===== config.mk =====
export PLATFORM = sky130hd
export DESIGN_NAME = dac_mode_control
export DESIGN_NICKNAME = d
export VERILOG_FILES = /design/src/dac_mode_pkg.sv /design/src/atten_ramp.sv /design/src/soft_reset_timer.sv /design/src/dac_mode_control.sv
export VERILOG_INCLUDE_DIRS = /design/src
export SDC_FILE = /design/constraint.sdc
export NUM_CORES = 1
export LEC_CHECK = 0
export BUFFER_PORTS_ARGS = -buffer_cell sky130_fd_sc_hd__buf_2
export CORE_MARGIN = 2
export CORE_UTILIZATION = 45
export DETAILED_ROUTE_END_ITERATION = 8
export PLACE_DENSITY = 0.7
export SLEW_MARGIN = 25
export SYNTH_ARGS = -nofsm -noshare
export SYNTH_HDL_FRONTEND = slang
export SYNTH_SLANG_ARGS = --single-unit

===== constraint.sdc =====
create_clock -name ref_clk -period 6.2 [get_ports ref_clk]
set_input_delay 0 -clock ref_clk [delete_from_list [all_inputs] [get_ports ref_clk]]
set_output_delay 0 -clock ref_clk [all_outputs]
set_load 0.01 [all_outputs]

===== src/dac_mode_defines.svh =====
// offsets, bit positions, reset values and counts of the dac mode registers
`ifndef DAC_MODE_DEFINES_SVH
`define DAC_MODE_DEFINES_SVH
`define IDX_MUTE_OVER_SOFT_RESET_BIT 7'h12
`define IDX_DEEMPH_OUTPUT 7'h13
`define IDX_FORMAT_ROLLOFF 7'h14
`define IDX_ATTEN_MODE 7'h15
`define IDX_PHASE_ZERO 7'h16
`define BIT_LEFT_MUTE 0
`define BIT_RIGHT_MUTE 1
`define BIT_OVERSAMPLE 6
`define BIT_SOFT_RESET 7
`define BIT_LEFT_DISABLE 0
`define BIT_RIGHT_DISABLE 1
`define BIT_DEEMPH_ENABLE 4
`define LSB_DEEMPH_RATE 5
`define LSB_AUDIO_FORMAT 0
`define BIT_ROLLOFF 5
`define BIT_ATTEN_MODE 0
`define BIT_PHASE_INVERT 0
`define BIT_ZERO_POLARITY 1
`define BIT_ZERO_ASSIGN 2
`define RESET_AUDIO_FORMAT 3'h5
`define RESET_DEEMPH_RATE 2'h0
`define RESET_ATTEN_LEVEL 8'hFF
`define MUTE_FLOOR_FINE 8'h80
`define MUTE_FLOOR_WIDE 8'h9A
`define STEP_SAMPLES 8
`define SOFT_RESET_CLOCKS 1024
`endif


===== src/dac_mode_pkg.sv =====
// types shared by the dac mode control block
`include "dac_mode_defines.svh"
package dac_mode_pkg;
	// incoming control word as seen after the serial framing
	typedef struct packed {
		logic fixed_zero;
		logic [6:0] register_index;
		logic [7:0] data;
	} ctrl_word_type;
	// system clock to sample rate ratio, from the clock detector
	typedef enum logic [1:0] {
		RATIO_LOW = 2'h0,
		RATIO_MID = 2'h1,
		RATIO_HIGH = 2'h2
	} sysclk_group_type;
	typedef enum logic [1:0] {
		OSR_X16 = 2'h0,
		OSR_X32 = 2'h1,
		OSR_X64 = 2'h2,
		OSR_X128 = 2'h3
	} osr_type;
	typedef enum logic {
		PHASE_IDLE = 1'b0,
		PHASE_BUSY = 1'b1
	} reset_phase_type;
	// mode settings handed to the datapath
	typedef struct packed {
		logic left_soft_mute;
		logic right_soft_mute;
		logic oversample_sel;
		logic left_output_disable;
		logic right_output_disable;
		logic deemph_enable;
		logic [1:0] deemph_rate_sel;
		logic [2:0] audio_format_sel;
		logic rolloff_sel;
		logic atten_step_mode;
		logic output_phase_invert;
		logic zero_flag_polarity;
		logic zero_flag_assign;
	} mode_config_type;
	// code at and below which the output is fully muted
	function automatic logic [7:0] mute_floor(input logic wide_mode);
		return wide_mode ? `MUTE_FLOOR_WIDE : `MUTE_FLOOR_FINE;
	endfunction : mute_floor
endpackage : dac_mode_pkg


===== src/atten_ramp.sv =====
// one channel's attenuator ramp with soft mute
`timescale 1ns/1ps
`default_nettype none
`include "dac_mode_defines.svh"
module atten_ramp (
	input wire logic ref_clk,
	input wire logic rst,
	input wire logic clk_en,
	input wire logic clear,
	input wire logic sample_tick,
	input wire logic soft_mute,
	input wire logic wide_mode,
	input wire logic [7:0] target_level,
	output logic [7:0] level
);
	import dac_mode_pkg::*;
	typedef struct packed {
		logic [7:0] level;
		logic [2:0] tick_count;
	} ramp_state_type;
	ramp_state_type state, next_state;
	logic [7:0] floor_code; // mute floor for this mode
	logic [7:0] goal; // where the ramp heads now
	assign level = state.level;
	// goal follows the mute bit at once, so a flip mid-ramp turns around here
	always_comb begin
		floor_code = mute_floor(wide_mode);
		if (soft_mute) begin
			goal = (state.level < floor_code) ? state.level : floor_code;
		end else begin
			goal = target_level;
		end
		next_state = state;
		if (clear) begin
			next_state.level = `RESET_ATTEN_LEVEL;
			next_state.tick_count = 3'h0;
		end else if (sample_tick) begin
			next_state.tick_count = state.tick_count + 3'h1;
			// one code is one step of the selected size
			if (state.tick_count == 3'(`STEP_SAMPLES - 1)) begin
				if (state.level > goal) begin
					next_state.level = state.level - 8'h01;
				end else if (state.level < goal) begin
					next_state.level = state.level + 8'h01;
				end
			end
		end
	end
	// state register, frozen while the clock enable is low
	always_ff @(posedge ref_clk or posedge rst) begin
		if (rst) begin
			state <= '{level: `RESET_ATTEN_LEVEL, tick_count: 3'h0};
		end else if (clk_en) begin
			state <= next_state;
		end
	end
endmodule : atten_ramp
`default_nettype wire


===== src/soft_reset_timer.sv =====
// times the soft reset period in system clocks
`timescale 1ns/1ps
`default_nettype none
`include "dac_mode_defines.svh"
module soft_reset_timer (
	input wire logic ref_clk,
	input wire logic rst,
	input wire logic clk_en,
	input wire logic start,
	output logic busy
);
	import dac_mode_pkg::*;
	typedef struct packed {
		reset_phase_type phase;
		logic [9:0] count;
	} timer_state_type;
	timer_state_type state, next_state;
	assign busy = (state.phase == PHASE_BUSY);
	// a start while busy is ignored; the period is never stretched
	always_comb begin
		next_state = state;
		case (state.phase)
			PHASE_IDLE: begin
				if (start) begin
					next_state.phase = PHASE_BUSY;
					next_state.count = 10'h000;
				end
			end
			PHASE_BUSY: begin
				next_state.count = state.count + 10'h001;
				if (state.count == 10'(`SOFT_RESET_CLOCKS - 1)) begin
					next_state.phase = PHASE_IDLE;
				end
			end
			default: begin
				next_state.phase = PHASE_IDLE;
			end
		endcase
	end
	// state register
	always_ff @(posedge ref_clk or posedge rst) begin
		if (rst) begin
			state <= '{phase: PHASE_IDLE, count: 10'h000};
		end else if (clk_en) begin
			state <= next_state;
		end
	end
endmodule : soft_reset_timer
`default_nettype wire


===== src/dac_mode_control.sv =====
// mode control register bank of a stereo audio dac
`timescale 1ns/1ps
`default_nettype none
`include "dac_mode_defines.svh"
module dac_mode_control (
	// clock, reset and enable
	input wire logic ref_clk,
	input wire logic rst,
	input wire logic clk_en,
	// control words from the serial framing
	input wire logic ctrl_valid,
	input wire dac_mode_pkg::ctrl_word_type ctrl_word,
	// readback select
	input wire logic [6:0] read_index,
	// sample timing and clock ratio
	input wire logic sample_tick,
	input wire dac_mode_pkg::sysclk_group_type sysclk_group,
	// programmed levels and zero detects
	input wire logic [7:0] left_atten_target,
	input wire logic [7:0] right_atten_target,
	input wire logic left_zero_detect,
	input wire logic right_zero_detect,
	// settings to the datapath
	output var dac_mode_pkg::mode_config_type mode_config,
	output var dac_mode_pkg::osr_type oversample_rate,
	// ramp levels and full-mute flags
	output logic [7:0] left_channel_atten_level,
	output logic [7:0] right_channel_atten_level,
	output logic left_fully_muted,
	output logic right_fully_muted,
	// zero flag pins
	output logic left_zero_flag,
	output logic right_zero_flag,
	// soft reset status and readback
	output logic soft_reset_busy,
	output logic [7:0] read_data
);
	import dac_mode_pkg::*;

	// whole register state of this module
	typedef struct packed {
		mode_config_type cfg;
		osr_type osr;
		logic left_muted;
		logic right_muted;
		logic zero_pin1;
		logic zero_pin2;
		logic [7:0] read_data;
	} bank_state_type;

	bank_state_type state, next_state;

	// defaults that power-on and soft reset both restore
	localparam mode_config_type CFG_DEFAULT = '{
		left_soft_mute: 1'b0,
		right_soft_mute: 1'b0,
		oversample_sel: 1'b0,
		left_output_disable: 1'b0,
		right_output_disable: 1'b0,
		deemph_enable: 1'b0,
		deemph_rate_sel: `RESET_DEEMPH_RATE,
		audio_format_sel: `RESET_AUDIO_FORMAT,
		rolloff_sel: 1'b0,
		atten_step_mode: 1'b0,
		output_phase_invert: 1'b0,
		zero_flag_polarity: 1'b0,
		zero_flag_assign: 1'b0
	};

	// derived fields start idle; the first edge fills them
	localparam bank_state_type STATE_DEFAULT = '{
		cfg: CFG_DEFAULT,
		osr: OSR_X16,
		left_muted: 1'b0,
		right_muted: 1'b0,
		zero_pin1: 1'b0,
		zero_pin2: 1'b0,
		read_data: 8'h00
	};

	// control word decode and submodule links
	logic write_ok; // a well-formed word is taken outside the soft reset period
	logic reset_start; // soft reset bit written as one
	logic busy; // soft reset period running
	logic [7:0] left_level; // ramp outputs
	logic [7:0] right_level;
	logic [7:0] wdata; // data byte of the word

	// oversampling rate from clock ratio group and select bit
	function automatic osr_type pick_osr(
		input sysclk_group_type grp,
		input logic sel
	);
		osr_type r;
		case (grp)
			RATIO_HIGH: begin
				r = sel ? OSR_X128 : OSR_X64;
			end
			RATIO_MID: begin
				r = sel ? OSR_X64 : OSR_X32;
			end
			RATIO_LOW: begin
				r = sel ? OSR_X32 : OSR_X16;
			end
			default: begin
				// unused ratio code falls back to the slowest rate
				r = OSR_X16;
			end
		endcase
		return r;
	endfunction : pick_osr

	// zero flag as the pin shows it, after polarity choice
	function automatic logic pin_level(
		input logic zero,
		input logic invert
	);
		// polarity one makes the pins active low
		return invert ? ~zero : zero;
	endfunction : pin_level

	// words with the top bit set are not ours and are dropped
	assign write_ok = ctrl_valid && !ctrl_word.fixed_zero && !busy;
	assign wdata = ctrl_word.data;
	assign reset_start = write_ok
		&& (ctrl_word.register_index == `IDX_MUTE_OVER_SOFT_RESET_BIT)
		&& wdata[`BIT_SOFT_RESET];

	// soft reset period counter
	soft_reset_timer u_reset_timer (
		.ref_clk(ref_clk),
		.rst(rst),
		.clk_en(clk_en),
		.start(reset_start),
		.busy(busy)
	);

	// left channel ramp; mute bit x=1
	atten_ramp u_left_ramp (
		.ref_clk(ref_clk),
		.rst(rst),
		.clk_en(clk_en),
		.clear(busy),
		.sample_tick(sample_tick),
		.soft_mute(state.cfg.left_soft_mute),
		.wide_mode(state.cfg.atten_step_mode),
		.target_level(left_atten_target),
		.level(left_level)
	);

	// right channel ramp; mute bit x=2
	atten_ramp u_right_ramp (
		.ref_clk(ref_clk),
		.rst(rst),
		.clk_en(clk_en),
		.clear(busy),
		.sample_tick(sample_tick),
		.soft_mute(state.cfg.right_soft_mute),
		.wide_mode(state.cfg.atten_step_mode),
		.target_level(right_atten_target),
		.level(right_level)
	);

	// register writes, derived outputs and readback
	always_comb begin
		next_state = state;

		// reserved bits are simply not stored; host keeps them zero
		if (busy) begin
			// writes are dropped while the period runs
			next_state.cfg = CFG_DEFAULT;
		end else if (write_ok) begin
			case (ctrl_word.register_index)
				// mute bits and rate select; the reset bit goes to the timer
				`IDX_MUTE_OVER_SOFT_RESET_BIT: begin
					next_state.cfg.left_soft_mute = wdata[`BIT_LEFT_MUTE];
					next_state.cfg.right_soft_mute = wdata[`BIT_RIGHT_MUTE];
					next_state.cfg.oversample_sel = wdata[`BIT_OVERSAMPLE];
				end
				// output disables and de-emphasis
				`IDX_DEEMPH_OUTPUT: begin
					next_state.cfg.left_output_disable = wdata[`BIT_LEFT_DISABLE];
					next_state.cfg.right_output_disable = wdata[`BIT_RIGHT_DISABLE];
					next_state.cfg.deemph_enable = wdata[`BIT_DEEMPH_ENABLE];
					next_state.cfg.deemph_rate_sel = wdata[`LSB_DEEMPH_RATE +: 2];
				end
				// audio format and filter rolloff
				`IDX_FORMAT_ROLLOFF: begin
					next_state.cfg.audio_format_sel = wdata[`LSB_AUDIO_FORMAT +: 3];
					next_state.cfg.rolloff_sel = wdata[`BIT_ROLLOFF];
				end
				// step size, which also moves the mute floor
				`IDX_ATTEN_MODE: begin
					next_state.cfg.atten_step_mode = wdata[`BIT_ATTEN_MODE];
				end
				// phase and zero flag setup; the fixed zero bit is not kept
				`IDX_PHASE_ZERO: begin
					next_state.cfg.output_phase_invert = wdata[`BIT_PHASE_INVERT];
					next_state.cfg.zero_flag_polarity = wdata[`BIT_ZERO_POLARITY];
					next_state.cfg.zero_flag_assign = wdata[`BIT_ZERO_ASSIGN];
				end
				default: begin
					// other indices belong to other blocks
				end
			endcase
		end

		// rate follows the stored select bit and the detected ratio
		next_state.osr = pick_osr(sysclk_group, state.cfg.oversample_sel);

		// codes at or under the floor give infinite attenuation
		next_state.left_muted = (left_level <= mute_floor(state.cfg.atten_step_mode));
		next_state.right_muted = (right_level <= mute_floor(state.cfg.atten_step_mode));

		// pin mapping: split flags, or pin1 idle and pin2 common
		if (state.cfg.zero_flag_assign) begin
			// pin1 parks at its inactive level
			next_state.zero_pin1 = pin_level(1'b0, state.cfg.zero_flag_polarity);
			next_state.zero_pin2 = pin_level(left_zero_detect && right_zero_detect,
				state.cfg.zero_flag_polarity);
		end else begin
			next_state.zero_pin1 = pin_level(left_zero_detect, state.cfg.zero_flag_polarity);
			next_state.zero_pin2 = pin_level(right_zero_detect, state.cfg.zero_flag_polarity);
		end

		// readback shows stored bits; reserved bits read zero
		next_state.read_data = 8'h00;
		case (read_index)
			// reset bit shows the running period
			`IDX_MUTE_OVER_SOFT_RESET_BIT: begin
				next_state.read_data[`BIT_LEFT_MUTE] = state.cfg.left_soft_mute;
				next_state.read_data[`BIT_RIGHT_MUTE] = state.cfg.right_soft_mute;
				next_state.read_data[`BIT_OVERSAMPLE] = state.cfg.oversample_sel;
				next_state.read_data[`BIT_SOFT_RESET] = busy;
			end
			// disables and de-emphasis as stored
			`IDX_DEEMPH_OUTPUT: begin
				next_state.read_data[`BIT_LEFT_DISABLE] = state.cfg.left_output_disable;
				next_state.read_data[`BIT_RIGHT_DISABLE] = state.cfg.right_output_disable;
				next_state.read_data[`BIT_DEEMPH_ENABLE] = state.cfg.deemph_enable;
				next_state.read_data[`LSB_DEEMPH_RATE +: 2] = state.cfg.deemph_rate_sel;
			end
			// format and rolloff as stored
			`IDX_FORMAT_ROLLOFF: begin
				next_state.read_data[`LSB_AUDIO_FORMAT +: 3] = state.cfg.audio_format_sel;
				next_state.read_data[`BIT_ROLLOFF] = state.cfg.rolloff_sel;
			end
			// step mode alone
			`IDX_ATTEN_MODE: begin
				next_state.read_data[`BIT_ATTEN_MODE] = state.cfg.atten_step_mode;
			end
			// phase and zero flag setup
			`IDX_PHASE_ZERO: begin
				next_state.read_data[`BIT_PHASE_INVERT] = state.cfg.output_phase_invert;
				next_state.read_data[`BIT_ZERO_POLARITY] = state.cfg.zero_flag_polarity;
				next_state.read_data[`BIT_ZERO_ASSIGN] = state.cfg.zero_flag_assign;
			end
			default: begin
				next_state.read_data = 8'h00;
			end
		endcase
	end

	// the one state register; clk_en low freezes everything
	// async reset restores the power-on defaults at once
	always_ff @(posedge ref_clk or posedge rst) begin
		if (rst) begin
			state <= STATE_DEFAULT;
		end else if (clk_en) begin
			state <= next_state;
		end
	end

	// all outputs straight from flops here or in the submodules
	// no gate sits between a flop and a port
	assign mode_config = state.cfg;
	assign oversample_rate = state.osr;
	assign left_channel_atten_level = left_level;
	assign right_channel_atten_level = right_level;
	assign left_fully_muted = state.left_muted;
	assign right_fully_muted = state.right_muted;
	assign left_zero_flag = state.zero_pin1;
	assign right_zero_flag = state.zero_pin2;
	assign soft_reset_busy = busy;
	assign read_data = state.read_data;

	// note: the datapath reads the disable bits to park an output at
	// common voltage; held there while the ramp keeps running
	// note: mute floor test uses the level one cycle old, so the
	// muted flag trails the level by one clock
	// note: writes during the reset period are dropped rather than
	// queued, so the host must wait out the full period
	// note: reserved bits of a write are dropped, so a host that
	// sets them sees no effect and reads zero there
	// note: the rate output ignores the sample rate; the higher
	// setting of each ratio group only suits the lower rates
	// note: the common zero flag needs both detects at once, so
	// a silent channel alone leaves it inactive
	// note: a mute ramp stops at the mute floor code, which
	// already gives infinite attenuation, so it never reaches zero
	// note: the muted flags and zero pins are registered, so
	// each trails its inputs by one clock
	// note: a write to another block's index passes unseen
endmodule : dac_mode_control
`default_nettype wire


==> reports/results.ini <==
[finish]
final_layout_size_suffix_gt1_share_pct = 25.1
nets = 658
fillers = 901
mostFrequentLayoutCells = buf_2, dfrtp_1, nor2_1
diodes = 0
final_common_cell = buf_2
area.growth.synth_to_final_pct = 16.9
final_util_pct = 53.7

[placement]
place.gp.congestion = 0.812
preCtsSetupSlack_ns = 1.01
io_buffers = 92
hpwl_um = 7680

[synthesis]
synth_top_family_by_area = simple AND/OR/NAND/NOR gates
ys_seq_elements = 62
synth-compound-area-share_pct = 16.7
syn-num-nets = 577
ys_warn_count = 0
syn_area_per_cell_um2 = 9.13
syn-cell-area_um2 = 4450
synth_fa_ha_area_share_pct = 11.9
synth_xor_area_share_pct = 2.95
yosys.area_share.simple_pct = 19.4
yosys.cell_types.count = 60
syn_inst = 488
ys.flop_type = dfrtp_1
ys_seq_area_share_pct = 35.3
synthMuxAreaShare_pct = 6.46
async_flop_share_pct = 100
synth_edf_count = 0

[clock_network]
cts_tree = yes
clkSlewWorstSetupHoldPaths_ns = 0.08
cts_made_buffers = 9
cts_resized = 0
cts_hold_buf = 13
clk_latency_ns = 0.35
clockBufferDepth = 2
cts_sinks = 62
post_cts_buffers = 0
cts_root_buf = clkbuf_8
htreeDepth = 3

[route]
vias = 3782
drtIter0Drc = 90
drt-wirelength-per-cell_um = 15.0
antenna_left = 0
viasPerCell = 5.35
first_pass_iters = 4
wl_um = 10600
drc_errors = 0

[pwr]
p_switching_w = 0.000882
p_clk_share_pct = 16.6
leakage_nw = 2.51
combPwrFrac_pct = 51.2
ir_worst_vdd_mv = 0.163
switching_share_pct = 42.2
intPower_w = 0.00121
cellPowerDensity_nw_per_um2 = 401
p_seq_share_pct = 32.2
power.total_w = 0.00209

[die]
design.die.area_um2 = 10700
core_um2 = 9680
start_util_pct = 46.0
fp-row-count = 36
die_w_um = 103
ioPinCount = 95
die_y_um = 103

[timing]
drv_slew = 0
period_minus_slack_ns = 5.19
rsz0062_at_grt = false
hold_viol = 0
setup-tns-final_ns = 0
fmax_mhz = 193
fin_ws_ns = 1.01
setup_viol = 0
hold_ws_ns = 0.0202
fin_worst_skew_ns = 0.0154
worstMarginPinSlew_ns = 0.791
relSlewSlack_pct = 47.3
finalCritPeriodShare_pct = 83.8

[setup_path]
crit_fanout = 6
start_kind = flip-flop
arrival_ns = 5.47
r2r_setup_slack_ns = 1.01
end_kind = flip-flop
worst_ep_required_time_ns = 6.47
crit_type = flip-flop to flip-flop

[grt]
grt_pass1_vias = 3867
grt-ovfl-total = 0
grt_util_all_layers_pct = 21.1
grt_pass1_wl_um = 17900
grt_max_degree = 63
antenna_found_initial = 0

[status]
status = finished, final reports clean

[worst_hold_path]
hp-class = input pin to flip-flop

[job]
cap_violations = 0

kinds of logic (layout without fill, tap and decap cells):
group,after synthesis,in the layout
AOI/OAI and AO/OA,113,113
other,1,1
DFF,62,62
and+or+nand+nor,162,162
xor gates and xnor gates,15,15
adders and majority gates,41,41
buffers and inverters,66,152
muxes,28,28
synthesized netlist by cell type, drive strengths merged (4+ instances only):
cell type  number  share of area [%]
dfrtp          44                 25
nor2           42                3.5
a21oi          39                4.4
ha             39                 11
nand2          35                2.9
inv            29                2.4
buf            24                3.7
mux2i          22                4.9
o21ai          21                2.4
dfstp          18                 11
nand3          15                1.7
nor2b          15                2.1
clkbuf         13                1.1
o22ai          10                1.4
xor2           10                2.0
and3            8                1.1
nand2b          8                1.1
nor3            8                1.0
nand4           7               0.98
mux2            6                1.5
o21a            6                1.0
xnor2           5               0.98
and4b           4               0.90
nand3b          4               0.67
o211a           4               0.90
o41ai           4                1.1
final timing paths:
kind | startpoint | endpoint | depth (start not counted)
worst max-delay path | mode_config[3] | u_right_ramp.level[7] | 20
worst min-delay path | read_index[3] | read_data[2] | 4
worst max register to register | mode_config[3] | u_right_ramp.level[7] | 20
worst min register to register | read_data[1] | read_data[1] | 1
max in group asynchronous | rst | mode_config[2] | 4
min in group asynchronous | rst | left_fully_muted | 4
routing by layer:
layer	GRT usage, %	share of wire [%]	up-vias
li1	-	-	1888
met1	27.1	46	1805
met2	36.2	49	77
met3	4.37	4.2	12
met4	5.47	1.2	0
met5	0	0	-
final cells by class:
class | instances | area (um^2) | share of cell area (%)
clock buffer | 11 | 151 | 2.91
clock inverter | 5 | 42.5 | 0.817
inverter | 29 | 109 | 2.09
multi-input combinational | 360 | 2560 | 49.1
sequential | 62 | 1570 | 30.2
tap | 133 | 166 | 3.20
timing repair buffer | 107 | 606 | 11.6
worst max-delay path, cell delays in order, from the launching register on:
cell       delay (ns)
dfrtp_1          0.39
inv_1            0.21
ha_1             0.29
a21oi_1          0.13
nor2b_1          0.07
o41ai_2          0.54
mux2_2           0.40
mux2i_1          0.16
ha_1             0.28
a21oi_1          0.14
inv_1            0.07
o21ba_2          0.21
nor2_1           0.19
inv_1            0.16
ha_1             0.37
and3_1           0.21
a221o_1          0.34
o41ai_1          0.33
or3b_1           0.41
a21oi_1          0.15
o2bb2ai_1        0.09
sequential cells by signal (all words and copies together) (netlist names), 2 cells and up:
name and cells:
u_right_ramp.level 8, oversample_rate 2, u_reset_timer.state 10, u_right_ramp.state 3, u_left_ramp.level 8, mode_config 16
u_left_ramp.state 3, read_data 7
power groups by stage:
stage	Clock, W	Combinational [W]	Sequential [W]
floorplan	0	0.000885	0.000639
global placement	0	0.00101	0.000674
detailed placement	0	0.00105	0.000680
CTS	0.000356	0.00107	0.000673
global route	0.000374	0.00122	0.000691
finish	0.000346	0.00107	0.000674
metrics by stage:
stage	instance area, um^2	std cells
after floorplan	4450	488
after global placement	4880	678
after detailed placement	4880	678
after CTS	5200	707
after global routing	5200	707
final	5200	707
No activity file was read; power rests on OpenSTA's default activity.
